$ cat src/psp_params.svh
`ifndef PSP_PARAMS_SVH
`define PSP_PARAMS_SVH
`define PSP_ADDR_W          8
`define PSP_OFF_DATA        8'h08
`define PSP_OFF_CTLPIN      8'h09
`define PSP_OFF_FLAG        8'h0C
`define PSP_OFF_CSR         8'h89
`define PSP_OFF_ENABLE      8'h8C
`define PSP_OFF_DATA_DIR    8'h88
`define PSP_CSR_IBF         7
`define PSP_CSR_OBF         6
`define PSP_CSR_INPUT_OVERFLOW_FLAG        5
`define PSP_CSR_MODE        4
`define PSP_FLAG_IRQ        7
`define PSP_CSR_RESET       8'h07
`define PSP_FLAG_RESET      8'h00
`define PSP_ENABLE_RESET    8'h00
`define PSP_DATA_DIR_RESET  8'hFF
`define PSP_CTLPIN_MASK     8'h07
`define PSP_PHASES          2'h3
`endif

$ cat src/psp_pkg.sv
package psp_pkg;
	typedef struct packed {
		logic rd_n;
		logic wr_n;
		logic cs_n;
	} psp_strobe_t;
	typedef struct packed {
		logic [7:0] data_o;
		logic [7:0] data_oe;
		logic [2:0] ctl_o;
		logic [2:0] ctl_oe;
	} psp_pin_out_t;
	typedef enum logic [2:0] {
		PSP_IDLE = 3'b001,
		PSP_BUSY = 3'b010,
		PSP_DONE = 3'b100
	} psp_state_t;
endpackage : psp_pkg

$ cat src/psp_port.sv
// Operation
// - Mode bit turns the data port into an externally accessed slave port.
// - Control pins become read, write and select strobe inputs in mode.
// - Firmware writes outgoing latch; firmware reads incoming latch, same address.
// - In mode, data direction register ignored; strobes steer bus drive.
// - External write starts with select and write strobe both low.
// - Input-full sets on phase four after next phase two after release.
// - Interrupt flag sets on that same phase four after a write.
// - Input-full clears on firmware read of incoming latch, or when mode goes off.
// - Write completing while input still full sets overflow.
// - External read clears output-full at once and drives outgoing latch.
// - Interrupt flag sets on phase four after next phase two, read end.
// - Output-full stays clear until firmware writes the data port.
// - Outside mode full flags held clear; overflow kept until firmware clears.
// - Interrupt flag sticky until firmware clears; enable masks request.
// - General I/O reads return pin levels, writes update output latch.
// - Bit-modify reads pins, changes bit, writes result into latch.
// - Writes land on the next clock in any phase; data-port bit-modify uses pins sampled at cycle start.
// - Reset loads control/status with zeros above, ones in direction bits.
// - Unimplemented bits of control port and control/status read zero.
`include "psp_params.svh"
`timescale 1ns/1ps
`default_nettype none
module psp_port
	import psp_pkg::*;
(
	input  wire logic                   ref_clk,
	input  wire logic                   rst_b,
	input  wire logic [`PSP_ADDR_W-1:0] reg_addr,
	input  wire logic [7:0]             reg_wdata,
	input  wire logic                   reg_wr,
	input  wire logic                   reg_rd,
	input  wire logic                   bit_modify,
	input  wire logic [2:0]             bit_index,
	input  wire logic                   bit_value,
	output logic      [7:0]             reg_rdata,
	input  wire logic [7:0]             data_i,
	input  wire logic [2:0]             ctl_i,
	output psp_pin_out_t                pins,
	output logic                        irq
);

	////////////////////////////////////////////////////////////////////////
	// Registers and phase counter
	logic [7:0]  out_latch;
	logic [7:0]  in_latch;
	logic [7:0]  data_dir;
	logic [2:0]  ctl_latch;
	logic [2:0]  ctl_dir;
	logic        mode;
	logic        in_full;
	logic        out_full;
	logic        overflow;
	logic        irq_flag;
	logic [6:0]  flag_rest;
	logic [7:0]  enable_reg;
	logic [1:0]  phase;
	logic        phase_two;
	logic        phase_four;
	logic [2:0]  ctl_s1;
	logic [2:0]  ctl_s2;
	logic [7:0]  pin_sample;
	psp_strobe_t stb;
	psp_state_t  wr_st;
	psp_state_t  rd_st;
	logic        wr_active;
	logic        rd_active;
	logic        wr_done;
	logic        rd_done;
	logic        rd_start;
	logic        fw_data_wr;
	logic        fw_data_rd;
	logic [7:0]  modify_val;
	logic        mode_off;

	localparam logic [7:0] CSR_RST = `PSP_CSR_RESET;

	// Four clocks form one instruction cycle
	always_ff @(posedge ref_clk or negedge rst_b) begin
		if (!rst_b)
			phase <= 2'h0;
		else
			phase <= phase + 2'h1;
	end
	assign phase_two  = (phase == 2'h1);
	assign phase_four = (phase == `PSP_PHASES);

	////////////////////////////////////////////////////////////////////////
	// Strobe synchroniser
	always_ff @(posedge ref_clk or negedge rst_b) begin
		if (!rst_b) begin
			ctl_s1 <= 3'h7;
			ctl_s2 <= 3'h7;
		end else begin
			ctl_s1 <= ctl_i;
			ctl_s2 <= ctl_s1;
		end
	end
	// Pin order: bit0 read, bit1 write, bit2 select
	assign stb.rd_n = ctl_s2[0];
	assign stb.wr_n = ctl_s2[1];
	assign stb.cs_n = ctl_s2[2];
	assign wr_active = mode && !stb.cs_n && !stb.wr_n;
	assign rd_active = mode && !stb.cs_n && !stb.rd_n;

	////////////////////////////////////////////////////////////////////////
	// External write and read sequencers
	// Release waits for phase two, then completes on the following phase four
	always_ff @(posedge ref_clk or negedge rst_b) begin
		if (!rst_b)
			wr_st <= PSP_IDLE;
		else if (!mode)
			wr_st <= PSP_IDLE;
		else begin
			unique case (wr_st)
				PSP_IDLE: if (wr_active) wr_st <= PSP_BUSY;
				PSP_BUSY: if (!wr_active && phase_two) wr_st <= PSP_DONE;
				PSP_DONE: if (phase_four) wr_st <= PSP_IDLE;
				default:  wr_st <= PSP_IDLE;
			endcase
		end
	end
	assign wr_done = (wr_st == PSP_DONE) && phase_four;

	always_ff @(posedge ref_clk or negedge rst_b) begin
		if (!rst_b)
			rd_st <= PSP_IDLE;
		else if (!mode)
			rd_st <= PSP_IDLE;
		else begin
			unique case (rd_st)
				PSP_IDLE: if (rd_active) rd_st <= PSP_BUSY;
				PSP_BUSY: if (!rd_active && phase_two) rd_st <= PSP_DONE;
				PSP_DONE: if (phase_four) rd_st <= PSP_IDLE;
				default:  rd_st <= PSP_IDLE;
			endcase
		end
	end
	assign rd_done  = (rd_st == PSP_DONE) && phase_four;
	assign rd_start = (rd_st == PSP_IDLE) && rd_active;

	////////////////////////////////////////////////////////////////////////
	// Firmware access decode
	assign fw_data_wr = reg_wr && (reg_addr == `PSP_OFF_DATA);
	assign fw_data_rd = reg_rd && (reg_addr == `PSP_OFF_DATA) && mode;
	// Mode switching off clears the full flags in the same edge
	assign mode_off   = !mode || (reg_wr && reg_addr == `PSP_OFF_CSR &&
	                              !reg_wdata[`PSP_CSR_MODE]);

	// Pins sampled at cycle start; late writes are seen a cycle later
	always_ff @(posedge ref_clk or negedge rst_b) begin
		if (!rst_b)
			pin_sample <= 8'h00;
		else if (phase == 2'h0)
			pin_sample <= data_i;
	end

	// Bit-modify uses pin levels, not the latch
	always_comb begin
		if (reg_addr == `PSP_OFF_CTLPIN)
			modify_val = {5'h00, ctl_i};
		else
			modify_val = pin_sample;
		modify_val[bit_index] = bit_value;
	end

	////////////////////////////////////////////////////////////////////////
	// Data latches
	always_ff @(posedge ref_clk or negedge rst_b) begin
		if (!rst_b)
			out_latch <= 8'h00;
		else if (reg_wr && reg_addr == `PSP_OFF_DATA)
			out_latch <= bit_modify ? modify_val : reg_wdata;
	end

	always_ff @(posedge ref_clk or negedge rst_b) begin
		if (!rst_b)
			in_latch <= 8'h00;
		// Raw strobes: the synchronised ones lag past the master's data hold
		else if (mode && !ctl_i[2] && !ctl_i[1])
			in_latch <= data_i;
	end

	always_ff @(posedge ref_clk or negedge rst_b) begin
		if (!rst_b) begin
			ctl_latch <= 3'h0;
			data_dir  <= `PSP_DATA_DIR_RESET;
		end else if (reg_wr) begin
			if (reg_addr == `PSP_OFF_CTLPIN)
				ctl_latch <= bit_modify ? modify_val[2:0] : reg_wdata[2:0];
			if (reg_addr == `PSP_OFF_DATA_DIR)
				data_dir <= reg_wdata;
		end
	end

	////////////////////////////////////////////////////////////////////////
	// Control/status register
	always_ff @(posedge ref_clk or negedge rst_b) begin
		if (!rst_b) begin
			mode    <= CSR_RST[`PSP_CSR_MODE];
			ctl_dir <= CSR_RST[2:0];
		end else if (reg_wr && reg_addr == `PSP_OFF_CSR) begin
			mode    <= reg_wdata[`PSP_CSR_MODE];
			ctl_dir <= reg_wdata[2:0];
		end
	end

	always_ff @(posedge ref_clk or negedge rst_b) begin
		if (!rst_b)
			in_full <= 1'b0;
		else if (mode_off)
			in_full <= 1'b0;
		else if (wr_done)
			in_full <= 1'b1;
		else if (fw_data_rd)
			in_full <= 1'b0;
	end

	always_ff @(posedge ref_clk or negedge rst_b) begin
		if (!rst_b)
			out_full <= 1'b0;
		else if (mode_off)
			out_full <= 1'b0;
		else if (rd_start)
			out_full <= 1'b0;
		else if (fw_data_wr)
			out_full <= 1'b1;
	end

	// Only firmware clears overflow, and a new one beats the clear
	always_ff @(posedge ref_clk or negedge rst_b) begin
		if (!rst_b)
			overflow <= 1'b0;
		else if (wr_done && in_full && !fw_data_rd)
			overflow <= 1'b1;
		else if (reg_wr && reg_addr == `PSP_OFF_CSR)
			overflow <= reg_wdata[`PSP_CSR_INPUT_OVERFLOW_FLAG] & overflow;
	end

	////////////////////////////////////////////////////////////////////////
	// Interrupt flag and enable
	always_ff @(posedge ref_clk or negedge rst_b) begin
		if (!rst_b) begin
			irq_flag  <= 1'b0;
			flag_rest <= 7'h00;
		end else begin
			if (wr_done || rd_done)
				irq_flag <= 1'b1;
			else if (reg_wr && reg_addr == `PSP_OFF_FLAG)
				irq_flag <= reg_wdata[`PSP_FLAG_IRQ];
			if (reg_wr && reg_addr == `PSP_OFF_FLAG)
				flag_rest <= reg_wdata[6:0];
		end
	end

	always_ff @(posedge ref_clk or negedge rst_b) begin
		if (!rst_b)
			enable_reg <= `PSP_ENABLE_RESET;
		else if (reg_wr && reg_addr == `PSP_OFF_ENABLE)
			enable_reg <= reg_wdata;
	end

	always_ff @(posedge ref_clk or negedge rst_b) begin
		if (!rst_b)
			irq <= 1'b0;
		else
			irq <= irq_flag && enable_reg[`PSP_FLAG_IRQ];
	end

	////////////////////////////////////////////////////////////////////////
	// Read data, one cycle after strobe
	always_ff @(posedge ref_clk or negedge rst_b) begin
		if (!rst_b)
			reg_rdata <= 8'h00;
		else if (reg_rd) begin
			unique case (reg_addr)
				`PSP_OFF_DATA:     reg_rdata <= mode ? in_latch : data_i;
				`PSP_OFF_CTLPIN:   reg_rdata <= {5'h00, ctl_i};
				`PSP_OFF_FLAG:     reg_rdata <= {irq_flag, flag_rest};
				`PSP_OFF_CSR:      reg_rdata <= {in_full, out_full, overflow,
				                                 mode, 1'b0, ctl_dir};
				`PSP_OFF_ENABLE:   reg_rdata <= enable_reg;
				`PSP_OFF_DATA_DIR: reg_rdata <= data_dir;
				default:           reg_rdata <= 8'h00;
			endcase
		end else
			reg_rdata <= 8'h00;
	end

	////////////////////////////////////////////////////////////////////////
	// Pin drive
	// Bus drive is combinational on the raw pins for a fast external read
	always_comb begin
		pins.data_o  = out_latch;
		pins.data_oe = mode ? {8{!ctl_i[2] && !ctl_i[0]}} : ~data_dir;
		pins.ctl_o   = ctl_latch;
		pins.ctl_oe  = mode ? 3'h0 : ~ctl_dir;
	end

endmodule : psp_port
`default_nettype wire

$ cat config.mk
export PLATFORM = sky130hd
export DESIGN_NAME = psp_port
export DESIGN_NICKNAME = d
export VERILOG_FILES = /design/src/psp_pkg.sv /design/src/psp_port.sv
export VERILOG_INCLUDE_DIRS = /design/src
export SDC_FILE = /design/constraint.sdc
export NUM_CORES = 1
export LEC_CHECK = 0
export ABC_AREA = 1
export BUFFER_PORTS_ARGS = -buffer_cell sky130_fd_sc_hd__buf_2
export CORE_MARGIN = 1.5
export CORE_UTILIZATION = 40
export CTS_BUF_LIST = sky130_fd_sc_hd__clkbuf_8 sky130_fd_sc_hd__clkbuf_16
export CTS_CLUSTER_SIZE = 12
export DETAILED_ROUTE_END_ITERATION = 8
export HOLD_SLACK_MARGIN = 0.03
export PLACE_DENSITY_LB_ADDON = 0.25
export SYNTH_ARGS = -nofsm -noshare
export SYNTH_HDL_FRONTEND = slang
export SYNTH_SLANG_ARGS = --single-unit
$ cat constraint.sdc
create_clock -name ref_clk -period 1.39 [get_ports ref_clk]
set_input_delay 0.139 -clock ref_clk [delete_from_list [all_inputs] [get_ports ref_clk]]
set_output_delay 0.139 -clock ref_clk [all_outputs]
set_load 0.005 [all_outputs]
=== After elaboration in Yosys (flattened, before gate mapping) ===
Cells that the tools add are included.

* Input port bits: 36
* Bits in registers: 81
* Word-level logic and storage cells: 120
* Output and inout bits: 31

* $lt $le $gt $ge: 2
* Bitwise gates (word level): 3
* Add/subtract/negate cells: 1
* Eq/ne operators: 20
* Muxes and demuxes: 30
* Reduce and logical (&&, ||, !) cells: 44

{| class="wikitable"
|+ Operators by type and width
! kind !! count
|-
| 8-bit case mux with 6 select lines || 1
|-
| 8-bit two-way mux || 5
|-
| 3-bit two-way mux || 9
|-
| 8-bit by 4-bit == test with 1-bit output, second input constant || 3
|-
| 8-bit == test, second input constant || 3
|-
| 1-bit logical AND || 22
|-
| 3-bit != test, second input constant || 6
|-
| 3-bit case mux with 3 select lines || 2
|-
| 1-bit zero test || 11
|-
| 1-bit two-way mux || 11
|-
| 8-bit bitwise mux || 1
|-
| 8-bit inverter || 1
|-
| 3-bit by 1-bit == test with 1-bit output, second input constant || 2
|-
| 3-bit by 2-bit == test with 1-bit output, second input constant || 2
|-
| 3-bit == test, second input constant || 2
|-
| 3-bit AND reduction || 2
|-
| 3-bit nonzero test || 2
|-
| 3-bit by 4-bit < comparator with 1-bit output, second input constant || 1
|-
| 2-bit AND reduction || 2
|-
| 2-bit nonzero test || 2
|-
| 1-bit demux with 3-bit select || 1
|-
| 3-bit by 1-bit greater-or-equal comparator with 1-bit output, second input constant || 1
|-
| 3-bit inverter || 1
|-
| 2-bit by 1-bit adder with 2-bit output, second input constant || 1
|-
| 5 further kinds || 6
|}

=== Depth between registers and ports, before layout ===
* Word-level depth: 8
* Gate-level depth with buffers: 10
* Mapped depth without buffers: 10

=== Worst setup path before layout ===
No wires, ideal clock.

* Path type: reg-to-reg
* Start: register phase[0]
* End: register pin_sample[6]
* Setup time: 0.078 ns
* Period minus slack after synthesis: 1.292 ns
* Slack: 0.098 ns
* Arrival: 1.215 ns
* Stages on the path, launching flop included: 7
* Path buffers: 2
* Required time: 1.312 ns
* Path through: dfrtp_1 -> inv_1 -> ha_1 -> clkbuf_1 -> clkbuf_1 -> nor2_1 -> a21oi_1

* Cells in the longest elaborated chain, start to end: 1

{| class="wikitable"
|+ RTL lines
! what !! line !! RTL
|-
| start: declaration || psp_port.sv:57 || <nowiki>logic [1:0] phase;</nowiki>
|-
| start signal: assignment || psp_port.sv:83 || <nowiki>phase <= phase + 2'h1;</nowiki>
|-
| 2-bit zero test || psp_port.sv:154 || <nowiki>else if (phase == 2'h0)</nowiki>
|-
| end signal: assignment || psp_port.sv:155 || <nowiki>pin_sample <= data_i;</nowiki>
|-
| end: declaration || psp_port.sv:62 || <nowiki>logic [7:0] pin_sample;</nowiki>
|}

Every way passes these cells.
A chain may end at the register's enable or synchronous reset.

==> flow_summary.json <==
{
  "p_int_uw": 3684,
  "synth_area_um2": 4099,
  "ys_async_sr_fraction_pct": 100.0,
  "vias_per_cell": 4.956,
  "cts_sinks": 81,
  "rrSetupSlack_ps": 50,
  "netSwitchingFraction_pct": 25.50,
  "placed_cells": 697,
  "n_antenna_cell": 0,
  "ys.flop_type": "dfrtp_1",
  "period_share_pct": 101.2,
  "holdPathEnd": "mode",
  "rsz0062_at_grt": "true",
  "grtUsageMet2_pct": 31.08,
  "reg2reg_to": "reg_rdata[5]",
  "worst_slack_ps": -16.83,
  "fmax_mhz": 710.8,
  "arrival_ps": 1270,
  "die_h_um": 104.2,
  "grt_pass1_vias": 3431,
  "syn_area_per_cell_um2": 8.231,
  "switchingPower_uw": 1261,
  "vdd_drop_max_uv": 428.3,
  "fin_area_um2": 5060,
  "critical-path-top-delay-family": "flip-flops",
  "crit_type": "flop to output pin",
  "violations": "negative setup slack",
  "seq_power_share_pct": 51.4,
  "met1_usage_pct": 27.41,
  "io_pins": 67,
  "antenna_found_initial": 0,
  "max_cap_violations": 0,
  "drcViolationCount": 0,
  "cts_root_buffer": "clkbuf_8",
  "cpMaxStageDelayCell": "dfrtp_2",
  "drt-total-wl_um": 10320,
  "path_cells": "buf_12, nand2_8, o21ai_1, buf_2",
  "p_leak_uw": 0.002614,
  "power_density_nw_per_um2": 977.2,
  "pwr-share-clk_pct": 37.0,
  "clkTransAtPathRegs_ps": 80,
  "cp_max_fo": 14,
  "synth_edf_count": 0,
  "grt_max_degree": 31,
  "fillers": 941,
  "cts_buffers": 9,
  "grt_usage_pct": 19.85,
  "die_w_um": 104.2,
  "vias": 3578,
  "skew_ps": 8.806,
  "dpl_cell_area_um2": 4653,
  "setup_viol": 7,
  "design.core.area_um2": 9864,
  "grt_overflow": 0,
  "hold_depth": 3,
  "syn_nets": 537,
  "worstMarginPinSlew_ps": 345.1,
  "synthCells": 498,
  "final-instance-count-excl-fill": 722,
  "min_period_ps": 1407,
  "layout-drive-gt1-share_pct": 30.73,
  "drtPass1Iterations": 5,
  "combPwrFrac_pct": 11.5,
  "yosys_warnings": 0,
  "cts_tree": "done",
  "gp_congestion": 0.8878,
  "slowest_delay_ps": 450,
  "seq_area_frac_synth_pct": 50.03,
  "reg2reg_depth": 7,
  "top_usage_layer": "met2",
  "hp-start": "reg_wdata[4]",
  "holdWs_ps": 76.14,
  "crit_required_ps": 1250,
  "rows": 36,
  "slew_viol_final": 0,
  "synth_cell_types": 28,
  "die_area_um2": 10860,
  "path_buf_inv": 2,
  "cp-end-kind": "output pin",
  "r2r-start": "mode",
  "crit_path_start_kind": "flop",
  "status": "finished with violations",
  "globalRouteMet3Util_pct": 4.073,
  "area_growth_pct": 23.44,
  "ys_ff_latch": 81,
  "portBuffers": 66,
  "initial_core_util_pct": 41.55,
  "hpwl_um": 7787,
  "clk_latency_ps": 360,
  "num-nets-final": 623,
  "grt_pass1_wl_um": 16920,
  "slew_headroom_pct": 77.00,
  "cts-htree-levels": 3,
  "drtAntennaViolNets": 0,
  "wl_per_cell_um": 14.29,
  "cts_max_path_buffers": 2,
  "hp-class": "input port to flop",
  "drt_iter0_markers": 189,
  "final-hold-violation-count": 0
}
worst reg2reg max path, stage by stage, from the launching register on:
cell	delay, ps
dfrtp_2	450
bufbuf_16	290
nand2_1	60
o21ai_1	90
nand2_1	100
nand3_2	100
nor2_2	100
nor2_1	40
how the worst max path moves through the flow:
stage           startpoint            end  depth (start not counted)
2_1_floorplan     phase[0]  pin_sample[6]                          6
6_report              mode       pins[12]                          4
3_3_place_gp   reg_addr[2]   out_latch[1]                         11
3_5_place_dp   reg_addr[1]  enable_reg[2]                          9
4_1_cts               mode       pins[10]                          4
5_1_grt               mode       pins[13]                          3
area by class of cell:
type / instances / area (um^2) / share of cell area, %
Timing Repair Buffer: 91 / 605.6 / 11.97
Inverter: 56 / 212.7 / 4.204
Tap cell: 133 / 166.4 / 3.289
Multi-Input combinational cell: 345 / 1808 / 35.73
Clock inverter: 4 / 50.05 / 0.9891
Clock buffer: 12 / 165.2 / 3.264
Sequential cell: 81 / 2052 / 40.55
cells in the final DEF (no fill, tap or decap), types with 12 or more instances in the layout:
cell type and count:
nand2_1 144, buf_2 65, dfrtp_1 61, inv_1 44
nand3_1 42, nor2_1 32, o21ai_1 26, a21oi_1 20
dfstp_2 19, o21ai_2 18, buf_4 14, o21ai_0 12
clkbuf_8 12
synthesized netlist by cell type (5+ instances only):
master | instances | area share, %
a21oi_1 | 21 | 2.6
buf_6 | 5 | 1.4
clkbuf_1 | 7 | 0.64
dfrtp_1 | 62 | 38
dfstp_2 | 19 | 12
inv_1 | 44 | 4.0
inv_2 | 10 | 0.92
nand2_1 | 145 | 13
nand2_2 | 7 | 1.1
nand3_1 | 45 | 5.5
nand4_1 | 6 | 0.92
nor2_1 | 35 | 3.2
nor2_4 | 6 | 1.6
o21a_1 | 7 | 1.3
o21ai_0 | 30 | 3.7
o21ai_1 | 12 | 1.5
o21ai_2 | 14 | 3.0
metal layers:
layer	share of wire [%]	wire length (um)	vias to the layer above
met4	1.6	163	0
met3	6.5	668	15
met2	46	4710	115
li1	-	-	1767
met1	46	4774	1681
met5	0	0	-
what timing repair did:
item,in CTS,in global routing
pin swaps,0,7
endpoints found under the setup margin,8,26
setup buffers,1,1
gates resized for setup,14,25
gates cloned,1,0
endpoints found under the hold margin,74,1
hold buffers,5,1
power groups by stage:
stage               registers (uW)  logic, uW  clock network (uW)
CTS                           2540        563                1870
floorplan                     2570        266                   0
global placement              2580        517                   0
global route                  2560        636                1960
detailed placement            2580        527                   0
finish                        2540        571                1830
logic make-up after synthesis:
family	share of synthesized area, %
AOI/OAI and AO/OA	12.15
adders and majority gates	0.9158
buffers and inverters	7.632
DFF	50.03
and+or+nand+nor	29.27
metrics by stage:
step	setup TNS, ps	utilization [%]	worst slack, ps	total power (uW)
6_report	-60.25	51.29	-16.83	4945
5_1_grt	-373.8	51.29	-57.20	5153
4_1_cts	-294.7	50.55	-67.20	4973
3_5_place_dp	-14.96	47.17	-8.176	3111
3_3_place_gp	0	47.17	9.235	3099
2_1_floorplan	0	-	97.73	2833
Note: power is estimated with default switching activity, not from simulation.
